===== src/inc/ssp_map.vh =====
// Operation
// - Shift and count on falling serial clock
// - Eight-bit shift register, four-bit pulse counter
// - Bytes move most significant bit first
// - After eight pulses, further clocking is gated
// - Interrupt on eighth edge unless rewritten
// - Interrupt disarmed after reset
// - Data write arms, disable write disarms
// - Reset or data write clears counter
// - Master clock is software-toggled port line
// - Input pin input, output open-drain
// - Interrupt line one, falling option bit
// - Interrupt marks byte received or sent
// - Core may hold data and clock low
// - Input and output joined for two-wire
// - Start via input pin interrupt, poll stop
// - Slave stretches clock via open-drain zero
// - Software reads pin levels for comparison
// - Open-drain output routes shift register out
`ifndef SSP_MAP_VH
`define SSP_MAP_VH
// ==========================================================
// Register indices; the byte address is four times the index.
// ==========================================================
`define SSP_IDX_DATA 8'hdd
`define SSP_IDX_IDIS 8'hc2
`define SSP_IDX_IOR 8'hc8
`define SSP_IDX_PCTL 8'hd0
`define SSP_IDX_STAT 8'hd1
// ==========================================================
// Field positions.
// ==========================================================
`define SSP_IOR_EDGE_BIT 6
`define SSP_PCTL_CLK_DAT 0
`define SSP_PCTL_CLK_DIR 1
`define SSP_PCTL_CLK_OD 2
`define SSP_PCTL_OUT_DAT 3
`define SSP_PCTL_OUT_DIR 4
`define SSP_PCTL_OUT_OD 5
`define SSP_PCTL_SIN_IE 6
`define SSP_STAT_START_BIT 6
// ==========================================================
// Reset values and counts.
// ==========================================================
`define SSP_DATA_RST 8'h00
`define SSP_IOR_RST 8'h00
`define SSP_PCTL_RST 8'h00
`define SSP_BITS_PER_BYTE 4'h8
`endif


===== src/logic/ssp_top.v =====
// The APB interface to the registers is this design's own decision.
`include "ssp_map.vh"

// Serial shift port with an APB register slave.
module ssp_top (
   input wire pclk,
   input wire presetn,
   input wire psel,
   input wire penable,
   input wire pwrite,
   input wire [11:0] paddr,
   input wire [31:0] pwdata,
   output reg [31:0] prdata,
   output reg pready,
   output reg pslverr,
   input wire clk_port_line_i,
   output reg clk_port_line_o,
   output reg clk_port_line_oe,
   input wire input_port_line_i,
   output reg output_port_line_o,
   output reg output_port_line_oe,
   output reg xfer_irq,
   output reg sin_irq
);

   // ==========================================================
   // Storage.
   // ==========================================================
   reg [7:0] shift_reg; // Data and shift register.
   reg [3:0] count_reg; // Pulses seen in this byte.
   reg armed_reg; // Transfer interrupt enabled.
   reg pend_reg; // Latched transfer event.
   reg [7:0] ior_reg; // Interrupt option register.
   reg [7:0] pctl_reg; // Port direction and data bits.
   reg start_reg; // Falling edge seen on the input pin.
   reg [1:0] clk_sync_reg; // Clock pin synchroniser.
   reg [1:0] sin_sync_reg; // Input pin synchroniser.
   reg clk_prev_reg; // Last synchronised clock level.
   reg sin_prev_reg; // Last synchronised input level.

   wire clk_lvl = clk_sync_reg[1];
   wire sin_lvl = sin_sync_reg[1];
   // Terminal output of the counter, low once a byte is done.
   wire count_done_n = (count_reg != `SSP_BITS_PER_BYTE);
   wire fall = clk_prev_reg & ~clk_lvl;
   wire shift_en = fall & count_done_n;
   wire last_edge = shift_en & (count_reg == 4'h7);
   wire sin_fall = sin_prev_reg & ~sin_lvl;

   // ==========================================================
   // APB decode.
   // ==========================================================
   wire access = psel & penable;
   wire commit = access & pready; // Edge at which a transfer ends.
   wire [9:0] idx = paddr[11:2];
   wire wr = commit & pwrite;
   wire hit_data = (idx == {2'h0, `SSP_IDX_DATA});
   wire hit_idis = (idx == {2'h0, `SSP_IDX_IDIS});
   wire hit_ior = (idx == {2'h0, `SSP_IDX_IOR});
   wire hit_pctl = (idx == {2'h0, `SSP_IDX_PCTL});
   wire hit_stat = (idx == {2'h0, `SSP_IDX_STAT});
   wire mapped = hit_data | hit_idis | hit_ior | hit_pctl | hit_stat;
   wire wr_data = wr & hit_data;
   wire wr_idis = wr & hit_idis;
   reg [7:0] rd_val;

   // Read multiplexer; the disable location reads as zero.
   always @* begin
      rd_val = 8'h00;
      if (hit_data) begin
         rd_val = shift_reg;
      end else if (hit_ior) begin
         rd_val = ior_reg;
      end else if (hit_pctl) begin
         rd_val = pctl_reg;
      end else if (hit_stat) begin
         rd_val = {pend_reg, start_reg, count_reg, sin_lvl, clk_lvl};
      end
   end

   // ==========================================================
   // Bus answer: one wait state, then ready for one cycle.
   // ==========================================================
   always @(posedge pclk or negedge presetn) begin
      if (!presetn) begin
         pready <= 1'b0;
         pslverr <= 1'b0;
         prdata <= 32'h00000000;
      end else begin
         pready <= access & ~pready;
         pslverr <= access & ~pready & ~mapped;
         if (access & ~pready & ~pwrite) begin
            prdata <= {24'h000000, rd_val};
         end
      end
   end

   // ==========================================================
   // Pin synchronisers; the first stage feeds only the second.
   // ==========================================================
   always @(posedge pclk or negedge presetn) begin
      if (!presetn) begin
         clk_sync_reg <= 2'b11;
         sin_sync_reg <= 2'b11;
         clk_prev_reg <= 1'b1;
         sin_prev_reg <= 1'b1;
      end else begin
         clk_sync_reg <= {clk_sync_reg[0], clk_port_line_i};
         sin_sync_reg <= {sin_sync_reg[0], input_port_line_i};
         clk_prev_reg <= clk_sync_reg[1];
         sin_prev_reg <= sin_sync_reg[1];
      end
   end

   // ==========================================================
   // Shift register and pulse counter.
   // ==========================================================
   // A processor write reloads the byte and restarts the count.
   always @(posedge pclk or negedge presetn) begin
      if (!presetn) begin
         shift_reg <= `SSP_DATA_RST;
         count_reg <= 4'h0;
      end else if (wr_data) begin
         shift_reg <= pwdata[7:0];
         count_reg <= 4'h0;
      end else if (shift_en) begin
         shift_reg <= {shift_reg[6:0], sin_lvl};
         count_reg <= count_reg + 4'h1;
      end
   end

   // ==========================================================
   // Transfer interrupt arming and pending event.
   // ==========================================================
   // A data write in the same cycle as the eighth edge wins.
   always @(posedge pclk or negedge presetn) begin
      if (!presetn) begin
         armed_reg <= 1'b0;
         pend_reg <= 1'b0;
      end else begin
         if (wr_data) begin
            armed_reg <= 1'b1;
         end else if (wr_idis) begin
            armed_reg <= 1'b0;
         end
         if (wr_data | wr_idis) begin
            pend_reg <= 1'b0;
         end else if (last_edge & armed_reg) begin
            pend_reg <= 1'b1;
         end
      end
   end

   // ==========================================================
   // Option, port control and start flag registers.
   // ==========================================================
   always @(posedge pclk or negedge presetn) begin
      if (!presetn) begin
         ior_reg <= `SSP_IOR_RST;
         pctl_reg <= `SSP_PCTL_RST;
         start_reg <= 1'b0;
      end else begin
         if (wr & hit_ior) begin
            ior_reg <= pwdata[7:0];
         end
         if (wr & hit_pctl) begin
            pctl_reg <= pwdata[7:0];
         end
         // A new falling edge beats a clear in the same cycle.
         if (sin_fall & pctl_reg[`SSP_PCTL_SIN_IE]) begin
            start_reg <= 1'b1;
         end else if (wr & hit_stat & pwdata[`SSP_STAT_START_BIT]) begin
            start_reg <= 1'b0;
         end
      end
   end

   // ==========================================================
   // Pin drivers and interrupt lines.
   // ==========================================================
   // Clock pin: input, push-pull output, or open-drain output.
   // Data pin: shift output open-drain, push-pull port bit, or input.
   always @(posedge pclk or negedge presetn) begin
      if (!presetn) begin
         clk_port_line_o <= 1'b0;
         clk_port_line_oe <= 1'b0;
         output_port_line_o <= 1'b0;
         output_port_line_oe <= 1'b0;
         xfer_irq <= 1'b0;
         sin_irq <= 1'b0;
      end else begin
         if (!pctl_reg[`SSP_PCTL_CLK_DIR]) begin
            clk_port_line_o <= 1'b0;
            clk_port_line_oe <= 1'b0;
         end else if (pctl_reg[`SSP_PCTL_CLK_OD]) begin
            clk_port_line_o <= 1'b0;
            clk_port_line_oe <= ~pctl_reg[`SSP_PCTL_CLK_DAT];
         end else begin
            clk_port_line_o <= pctl_reg[`SSP_PCTL_CLK_DAT];
            clk_port_line_oe <= 1'b1;
         end
         if (pctl_reg[`SSP_PCTL_OUT_OD]) begin
            output_port_line_o <= 1'b0;
            output_port_line_oe <= ~shift_reg[7];
         end else if (pctl_reg[`SSP_PCTL_OUT_DIR]) begin
            output_port_line_o <= pctl_reg[`SSP_PCTL_OUT_DAT];
            output_port_line_oe <= 1'b1;
         end else begin
            output_port_line_o <= 1'b0;
            output_port_line_oe <= 1'b0;
         end
         // Option bit clear: latched edge event; set: level of done.
         if (ior_reg[`SSP_IOR_EDGE_BIT]) begin
            xfer_irq <= armed_reg & ~count_done_n;
         end else begin
            xfer_irq <= pend_reg;
         end
         sin_irq <= start_reg;
      end
   end

endmodule


===== config.mk =====
export PLATFORM = sky130hd
export DESIGN_NAME = ssp_top
export DESIGN_NICKNAME = d
export VERILOG_FILES = /design/src/logic/ssp_top.v
export VERILOG_INCLUDE_DIRS = /design/src /design/src/inc
export SDC_FILE = /design/constraint.sdc
export NUM_CORES = 1
export LEC_CHECK = 0
export BUFFER_PORTS_ARGS = -buffer_cell sky130_fd_sc_hd__buf_4
export CORE_MARGIN = 1
export CORE_UTILIZATION = 50
export CTS_BUF_LIST = sky130_fd_sc_hd__clkbuf_4
export CTS_CLUSTER_SIZE = 30
export DETAILED_ROUTE_END_ITERATION = 16
export PLACE_DENSITY_LB_ADDON = 0.3
export SETUP_SLACK_MARGIN = 0.5
export SLEW_MARGIN = 20
export SYNTH_ARGS = -nofsm -noshare
export SYNTH_HDL_FRONTEND = slang
export SYNTH_SLANG_ARGS = --single-unit

===== constraint.sdc =====
create_clock -name pclk -period 1.7 [get_ports pclk]
set_clock_uncertainty 0.1 [all_clocks]
set_input_delay 0.34 -clock pclk [delete_from_list [all_inputs] [get_ports pclk]]
set_output_delay 0.34 -clock pclk [all_outputs]
set_load 0.1 [all_outputs]

* Word level (Yosys, flattened, before mapping)
Cells that the tools add are included.
** Storage, ports and cells
- Flip-flop bits (word level) :: 53
- Bits in latches :: 0
- Bits in writable memories :: 0
- ROM bits :: 0
- Output and inout bits :: 40
- Logic and storage cells :: 87
- Memories :: 0
** Cells by class
- Add/subtract/negate cells :: 1
- Multiply operators :: 0
- Divide/modulo/power cells :: 0
- Order comparisons :: 0
- Equal/unequal tests :: 7
- Shift operators :: 0
- Muxes and demuxes :: 23
- Bitwise logic cells :: 32
- Reductions and logical operators :: 4
** Operators by type and width (count)
- $eq A10 B8 Y1 const B :: 5
- $mux W8 :: 6
- $and A1 B1 Y1 :: 19
- $mux W1 :: 15
- $mux W4 :: 2
- $not A1 Y1 :: 8
- $reduce_bool A2 Y1 :: 4
- $or A1 B1 Y1 :: 5
- $add A4 B1 Y4 const B :: 1
- $eq A4 B3 Y1 const B :: 1
- $ne A4 B4 Y1 const B :: 1

* Depth between registers and ports, before layout
Gate-level depths: netlist of run 1.
- Depth after elaboration :: 7
- Gate-level depth with buffers :: 6

* Worst setup path after synthesis of run 1
Ideal clock, no wire load.
- Kind :: reg-to-reg
- Start point :: register pready
- End point :: register pctl_reg[0]
- Library setup time :: 0.125 ns
- Arrival time :: 2.002 ns
- Data required time :: 1.475 ns
- Path slack :: -0.527 ns
- Stages on the path, launching flop included :: 6
- Buffers on the path :: 1
- Period minus slack after synthesis :: 2.227 ns
- Cell sequence :: dfrtp_1 nand4_2 nor2_4 and3b_1 buf_6 mux2_4
** Between the ends
- Cells in the longest elaborated chain, start to end :: 3
** Ends and longest elaborated chain
- start, declared :: line ssp_top.v:14 : output reg pready,
- start signal, assigned :: line ssp_top.v:90 : pready <= access & ~pready;
- $and A1 B1 Y1 :: line ssp_top.v:54 : wire commit = access & pready;
- $and A1 B1 Y1 :: line ssp_top.v:56 : wire wr = commit & pwrite;
- $and A1 B1 Y1 :: line ssp_top.v:166 : if (wr & hit_pctl) begin
- end signal, assigned :: line ssp_top.v:160 : pctl_reg <= `SSP_PCTL_RST;
- end signal, assigned :: line ssp_top.v:167 : pctl_reg <= pwdata[7:0];
- end, declared :: line ssp_top.v:34 : reg [7:0] pctl_reg;
Every way passes these cells.
A chain may end at the register's enable or synchronous reset.

* Worst setup path after layout of run 1
- Start point :: register pready
- End point :: register prdata[4]
** Between the ends
- Cells in the longest elaborated chain, start to end :: 3
** Ends and longest elaborated chain
- $not A1 Y1 :: line ssp_top.v:92 : if (access & ~pready & ~pwrite) begin
- $and A1 B1 Y1 (2 in a row) :: line ssp_top.v:92
- end signal, assigned :: line ssp_top.v:93 : prdata <= {24'h000000, rd_val};
- end, declared :: line ssp_top.v:13 : output reg [31:0] prdata,
Every way passes these cells.

==> results.sh, run 1 <==
export IMPL_vias=2287
export IMPL_clock_sinks=53
export IMPL_clkSlewWorstSetupHoldPaths_ps=160
export IMPL_crit_path_start_kind="flip-flop"
export IMPL_postLayoutCoreUtil_pct=75.50
export IMPL_required_ps=1880
export IMPL_yosys_area_top_type_share_pct=44.59
export IMPL_ys_types=42
export IMPL_placedCellCount=363
export IMPL_finalCriticalPeriod_ps=1645
export IMPL_antenna_left=0
export IMPL_critPathArrivalTime_ps=1820
export IMPL_clk_latency_ps=400
export IMPL_synth_area_top_cells="dfrtp_1, buf_4, mux2i_1, dfstp_2, mux2_4"
export IMPL_grt_total_usage_pct=24.85
export IMPL_cts_path_max_buffers=2
export IMPL_post_route_period_util_pct=96.77
export IMPL_clock_fmax_ghz=0.6078
export IMPL_grt_setup_unrepaired="true"
export IMPL_place_gp_congestion=0.8620
export IMPL_fp_row_count=26
export IMPL_grt_pass1_wl_mm=9.991
export IMPL_die_w_um=74.63
export IMPL_cts_buffers=5
export IMPL_drc_errors=0
export IMPL_most_common_layout_cells="buf_4, dfrtp_1, conb_1"
export IMPL_hold_ws_ps=92.72
export IMPL_synth_area_mm2=0.002638
export IMPL_grt_max_degree=36
export IMPL_synth_ff_type="dfrtp_1"
export IMPL_leakagePower_nw=1.698
export IMPL_drive_above_1_share_pct=54.77
export IMPL_ios=91
export IMPL_yosysTopAreaCell="dfrtp_1"
export IMPL_io_buffers=40
export IMPL_ys_warnings_count=0
export IMPL_drv_slew=0
export IMPL_cts_root_buf="clkbuf_4"
export IMPL_cp_max_fo=8
export IMPL_synth_edf_count=0
export IMPL_seq_area_frac_synth_pct=50.57
export IMPL_peakVddDrop_uv=574.9
export IMPL_grt_ovfl_total=0
export IMPL_setup_viol=0
export IMPL_post_drt_wl_per_cell_um=20.09
export IMPL_n_antenna_cell=0
export IMPL_final_hold_violation_count=0
export IMPL_layout_commonest_cell="buf_4"
export IMPL_netlist_instances=241
export IMPL_cap_violations=0
export IMPL_crit_type="flip-flop to flip-flop"
export IMPL_grt_pass1_vias=2003
export IMPL_detailed_place_hpwl_mm=4.133
export IMPL_syn_area_per_cell_um2=10.94
export IMPL_start_util_pct=51.64
export IMPL_drt_wl_total_mm=7.935
export IMPL_area_growth_pct=46.20
export IMPL_end_kind="flip-flop"
export IMPL_pwr_density_cell_mw_per_mm2=885.2
export IMPL_core_mm2=0.005107
export IMPL_avgViaCountPerCell=5.790
export IMPL_nets=377
export IMPL_die_area_mm2=0.005570
export IMPL_hold_path_class="input pin to flip-flop"
export IMPL_drt_initial_drc_count=272
export IMPL_synth_seq_cells=53
export IMPL_final_cell_area_mm2=0.003856
export IMPL_final_cell_count_no_fill=395
export IMPL_async_flop_share_pct=100.0
export IMPL_outcome="completed"
export IMPL_die_y_um=74.63
export IMPL_grt_antenna_before_repair=0
export IMPL_dpl_cell_area_mm2=0.003178
export IMPL_firstDrtPassIters=4
export IMPL_worst_slack_ps=54.83
export IMPL_dp_slack_ps=-329.7
export IMPL_htree_levels=2
export IMPL_cts_tree="done"
cell families (layout without fill, tap and decap cells):
family | after synthesis | count (layout) | synth area share, %
AOI/OAI and AO/OA | 50 | 50 | 10.96
adders and majority gates | 2 | 2 | 0.9486
and+or+nand+nor | 62 | 64 | 12.90
other | 1 | 24 | 0.1422
buffers and inverters | 38 | 97 | 9.440
muxes | 32 | 32 | 14.04
xor gates and xnor gates | 3 | 3 | 0.9964
DFF | 53 | 53 | 50.57
final cells by class:
cell class	instances	area [µm²]
multi-input cells	175	1399
flip-flops and latches	53	1356
fillers	315	1251
repair buffers	85	919.6
well taps	70	87.58
clock buffers	6	45.04
clock inverters	2	33.78
inverters	4	15.01
metrics by stage:
stage / total power, W / setup TNS [ps]
final: 0.003413 / 0
after global routing: 0.003521 / 0
after CTS: 0.003227 / 0
after detailed placement: 0.002390 / -4952
after global placement: 0.002370 / -4598
after floorplan: 0.002187 / -1582
routing by layer:
metal | global-route usage [%] | vias up | wire, µm | share of wire, %
met2 | 42.44 | 150 | 4072 | 51
met5 | 0 | - | 0 | 0
met4 | 7.547 | 0 | 294 | 3.7
met3 | 5.355 | 31 | 545 | 6.9
met1 | 31.76 | 1126 | 3023 | 38
li1 | - | 980 | - | -
cells in the mapped netlist (2+ instances only):
library cell,number
xor2_1,2
a22oi_1,8
nand3_1,4
dfrtp_1,47
inv_1,4
mux2_4,8
mux2i_1,16
o22ai_1,9
and2_1,2
and3b_1,3
nor2_1,10
nand4_1,4
nor2b_1,2
a21oi_1,13
clkbuf_1,6
nand2_1,16
o21ai_0,8
nor3_1,9
buf_4,24
dfstp_2,6
o21ai_1,10
buf_6,2
mux2_1,8
ha_1,2
worst paths after layout:
check                                     startpoint                         to  slack [ps]  depth (start not counted)
setup / recovery                    pready$_DFF_PN0_      prdata[4]$_DFFE_PN0P_          50                          5
hold / removal                             pwdata[3]    pctl_reg[3]$_DFFE_PN0P_          90                          2
setup reg to reg                    pready$_DFF_PN0_      prdata[4]$_DFFE_PN0P_          50                          5
hold reg to reg            sin_sync_reg[0]$_DFF_PN1_  sin_sync_reg[1]$_DFF_PN1_         270                          0
max in group asynchronous                    presetn     clk_prev_reg$_DFF_PN1_         600                          3
min in group asynchronous                    presetn   shift_reg[2]$_DFFE_PN0P_         340                          2
critical path, stage by stage (launching register included):
cell and delay, ps:
dfrtp_4 540, buf_4 150, buf_6 120, or3_4 450
nand2_2 90, o21ai_1 90
repair_timing:
action,4_1_cts,5_1_grt
pin swaps,29,13
resized for setup,61,42
hold endpoints to repair,34,0
gates cloned,2,2
hold buffers,3,0
setup buffers,9,8
endpoints found under the setup margin,57,57
where the power goes:
group / switching (W) / total (W) / internal [W]
clock network: 0.000414 / 0.000736 / 0.000323
registers: 0.000173 / 0.00159 / 0.00142
logic: 0.000659 / 0.00109 / 0.000429
No activity file was read; power rests on OpenSTA's default activity.
==> run 2, diff against run 1 <==
Clock period 1.7 ns to 1.86 ns, I/O delays scaled along.
==> results.sh, run 2 (same netlist as run 1, synthesis figures left out) <==
export IMPL_outcome="completed"
export IMPL_io_buffers=40
export IMPL_htree_levels=2
export IMPL_nets=374
export IMPL_post_drt_wl_per_cell_um=18.72
export IMPL_drv_slew=0
export IMPL_grt_setup_unrepaired="true"
export IMPL_final_setup_tns_ps=0
export IMPL_antenna_left=0
export IMPL_regToRegSetupSlack_ps=260
export IMPL_peakVddDrop_uv=424.5
export IMPL_fp_row_count=26
export IMPL_crit_family="simple AND/OR/NAND/NOR gates"
export IMPL_pwr_density_cell_mw_per_mm2=770.3
export IMPL_n_antenna_cell=0
export IMPL_avgViaCountPerCell=5.681
export IMPL_min_path_cells=2
export IMPL_end_kind="flip-flop"
export IMPL_area_growth_pct=44.78
export IMPL_cts_tree="done"
export IMPL_slowest_delay_ps=560
export IMPL_drt_initial_drc_count=252
export IMPL_vias=2227
export IMPL_cts_root_buf="clkbuf_4"
export IMPL_clkSlewWorstSetupHoldPaths_ps=150
export IMPL_finalCriticalPeriod_ps=1640
export IMPL_drt_wl_total_mm=7.339
export IMPL_cap_violations=0
export IMPL_worstPathCellList="buf_6, or4_4, nor2_4, and3b_2, buf_12, mux2_4"
export IMPL_postLayoutCoreUtil_pct=74.77
export IMPL_place_gp_congestion=0.8117
export IMPL_die_w_um=74.63
export IMPL_cts_buffers=5
export IMPL_grt_ovfl_total=0
export IMPL_crit_path_top_delay_cell="or4_4"
export IMPL_r2r_cells=6
export IMPL_ios=91
export IMPL_hold_path_class="input pin to flip-flop"
export IMPL_top_layer="met4"
export IMPL_drc_errors=0
export IMPL_cp_max_fo=8
export IMPL_required_ps=2030
export IMPL_core_mm2=0.005107
export IMPL_crit_type="input pin to flip-flop"
export IMPL_total_power_w=0.002941
export IMPL_cp_num_buf_inv=2
export IMPL_final_hold_violation_count=0
export IMPL_clock_fmax_ghz=0.6096
export IMPL_setup_viol=0
export IMPL_clk_latency_ps=380
export IMPL_crit_path_start_kind="input pin"
export IMPL_grt_pass1_vias=1969
export IMPL_cp_depth=6
export IMPL_grt_pass1_wl_mm=10.12
export IMPL_wl_met3_um=472
export IMPL_met1Wirelength_mm=2.983
export IMPL_grt_max_degree=31
export IMPL_start_util_pct=51.64
export IMPL_die_y_um=74.63
export IMPL_grt_total_usage_pct=24.94
export IMPL_die_area_mm2=0.005570
export IMPL_post_route_period_util_pct=88.19
export IMPL_grt_antenna_before_repair=0
export IMPL_leakagePower_nw=1.684
export IMPL_clock_sinks=53
export IMPL_firstDrtPassIters=5
export IMPL_wl_met2_mm=3.686
export IMPL_drive_above_1_share_pct=51.55
export IMPL_most_common_layout_cells="buf_4, dfrtp_1, conb_1"
export IMPL_layout_commonest_cell="buf_4"
export IMPL_detailed_place_hpwl_mm=4.109
export IMPL_critPathArrivalTime_ps=1810
export IMPL_cts_path_max_buffers=2
==> run 2: cell count changes in the layout (fill, tap and decap cells not counted), moves of 4 or more <==
cell     change
dfrtp_2      -7
buf_4        -5
dfrtp_1      +7
o21ai_0      -6
nand2_2      -9
nand2_1      +7
buf_8        +4
o21ai_2      +7
==> run 2: layout make-up <==
cell class / count / area (µm²)
clock buffers: 5 / 37.54
clock inverters: 3 / 17.52
fillers: 311 / 1289
inverters: 4 / 15.01
multi-input cells: 176 / 1428
flip-flops and latches: 53 / 1348
well taps: 70 / 87.58
repair buffers: 81 / 885.9
==> run 2: path summary, 6_finish.rpt <==
kind,end,startpoint
max,pctl_reg[6]$_DFFE_PN0P_,paddr[5]
min,pctl_reg[3]$_DFFE_PN0P_,pwdata[3]
max reg2reg,shift_reg[5]$_DFFE_PN0P_,count_reg[1]$_DFFE_PN0P_
min reg2reg,sin_sync_reg[1]$_DFF_PN1_,sin_sync_reg[0]$_DFF_PN1_
max in group asynchronous,sin_prev_reg$_DFF_PN1_,presetn
min in group asynchronous,ior_reg[5]$_DFFE_PN0P_,presetn
==> run 2: power by group <==
part           internal (W)  total [W]  switching (W)
registers           0.00129    0.00147       0.000179
clock network      0.000144   0.000511       0.000367
logic              0.000383   0.000957       0.000574
total               0.00182    0.00294        0.00112
==> run 2: metal layers <==
layer / track usage [%] / vias to the layer above
met4: 7.338 / 0
met5: 0 / -
met2: 40.94 / 118
met3: 4.819 / 23
met1: 33.80 / 1100
li1: - / 986
==> run 2: worst reg2reg max path, cell delays in order, from the launching register on <==
cell and delay, ps:
dfrtp_1 420, inv_2 70, ha_4 120, nand3b_1 220, nand2_4 220, mux2i_2 280, a21oi_2 70
==> run 2: what timing repair did <==
| action | 4_1_cts | 5_1_grt |
|---|---|---|
| cloned | 4 | 2 |
| pin swaps | 14 | 34 |
| gates resized for setup | 64 | 50 |
| setup endpoints to repair | 54 | 57 |
| endpoints found under the hold margin | 25 | 0 |
| hold buffers | 3 | 0 |
| buffers inserted | 11 | 6 |
==> run 2: metrics by stage <==
step | hold slack, ps | std cells | worst slack (ps) | cell area, µm²
2_1_floorplan | -23.59 | 264 | -69.71 | 2838
3_5_place_dp | 188.3 | 358 | -180.3 | 3131
5_1_grt | 124.1 | 392 | 183.1 | 3819
4_1_cts | 129.3 | 384 | 245.5 | 3550
3_3_place_gp | 186.6 | 358 | -170.5 | 3131
6_report | 137.7 | 392 | 219.7 | 3819
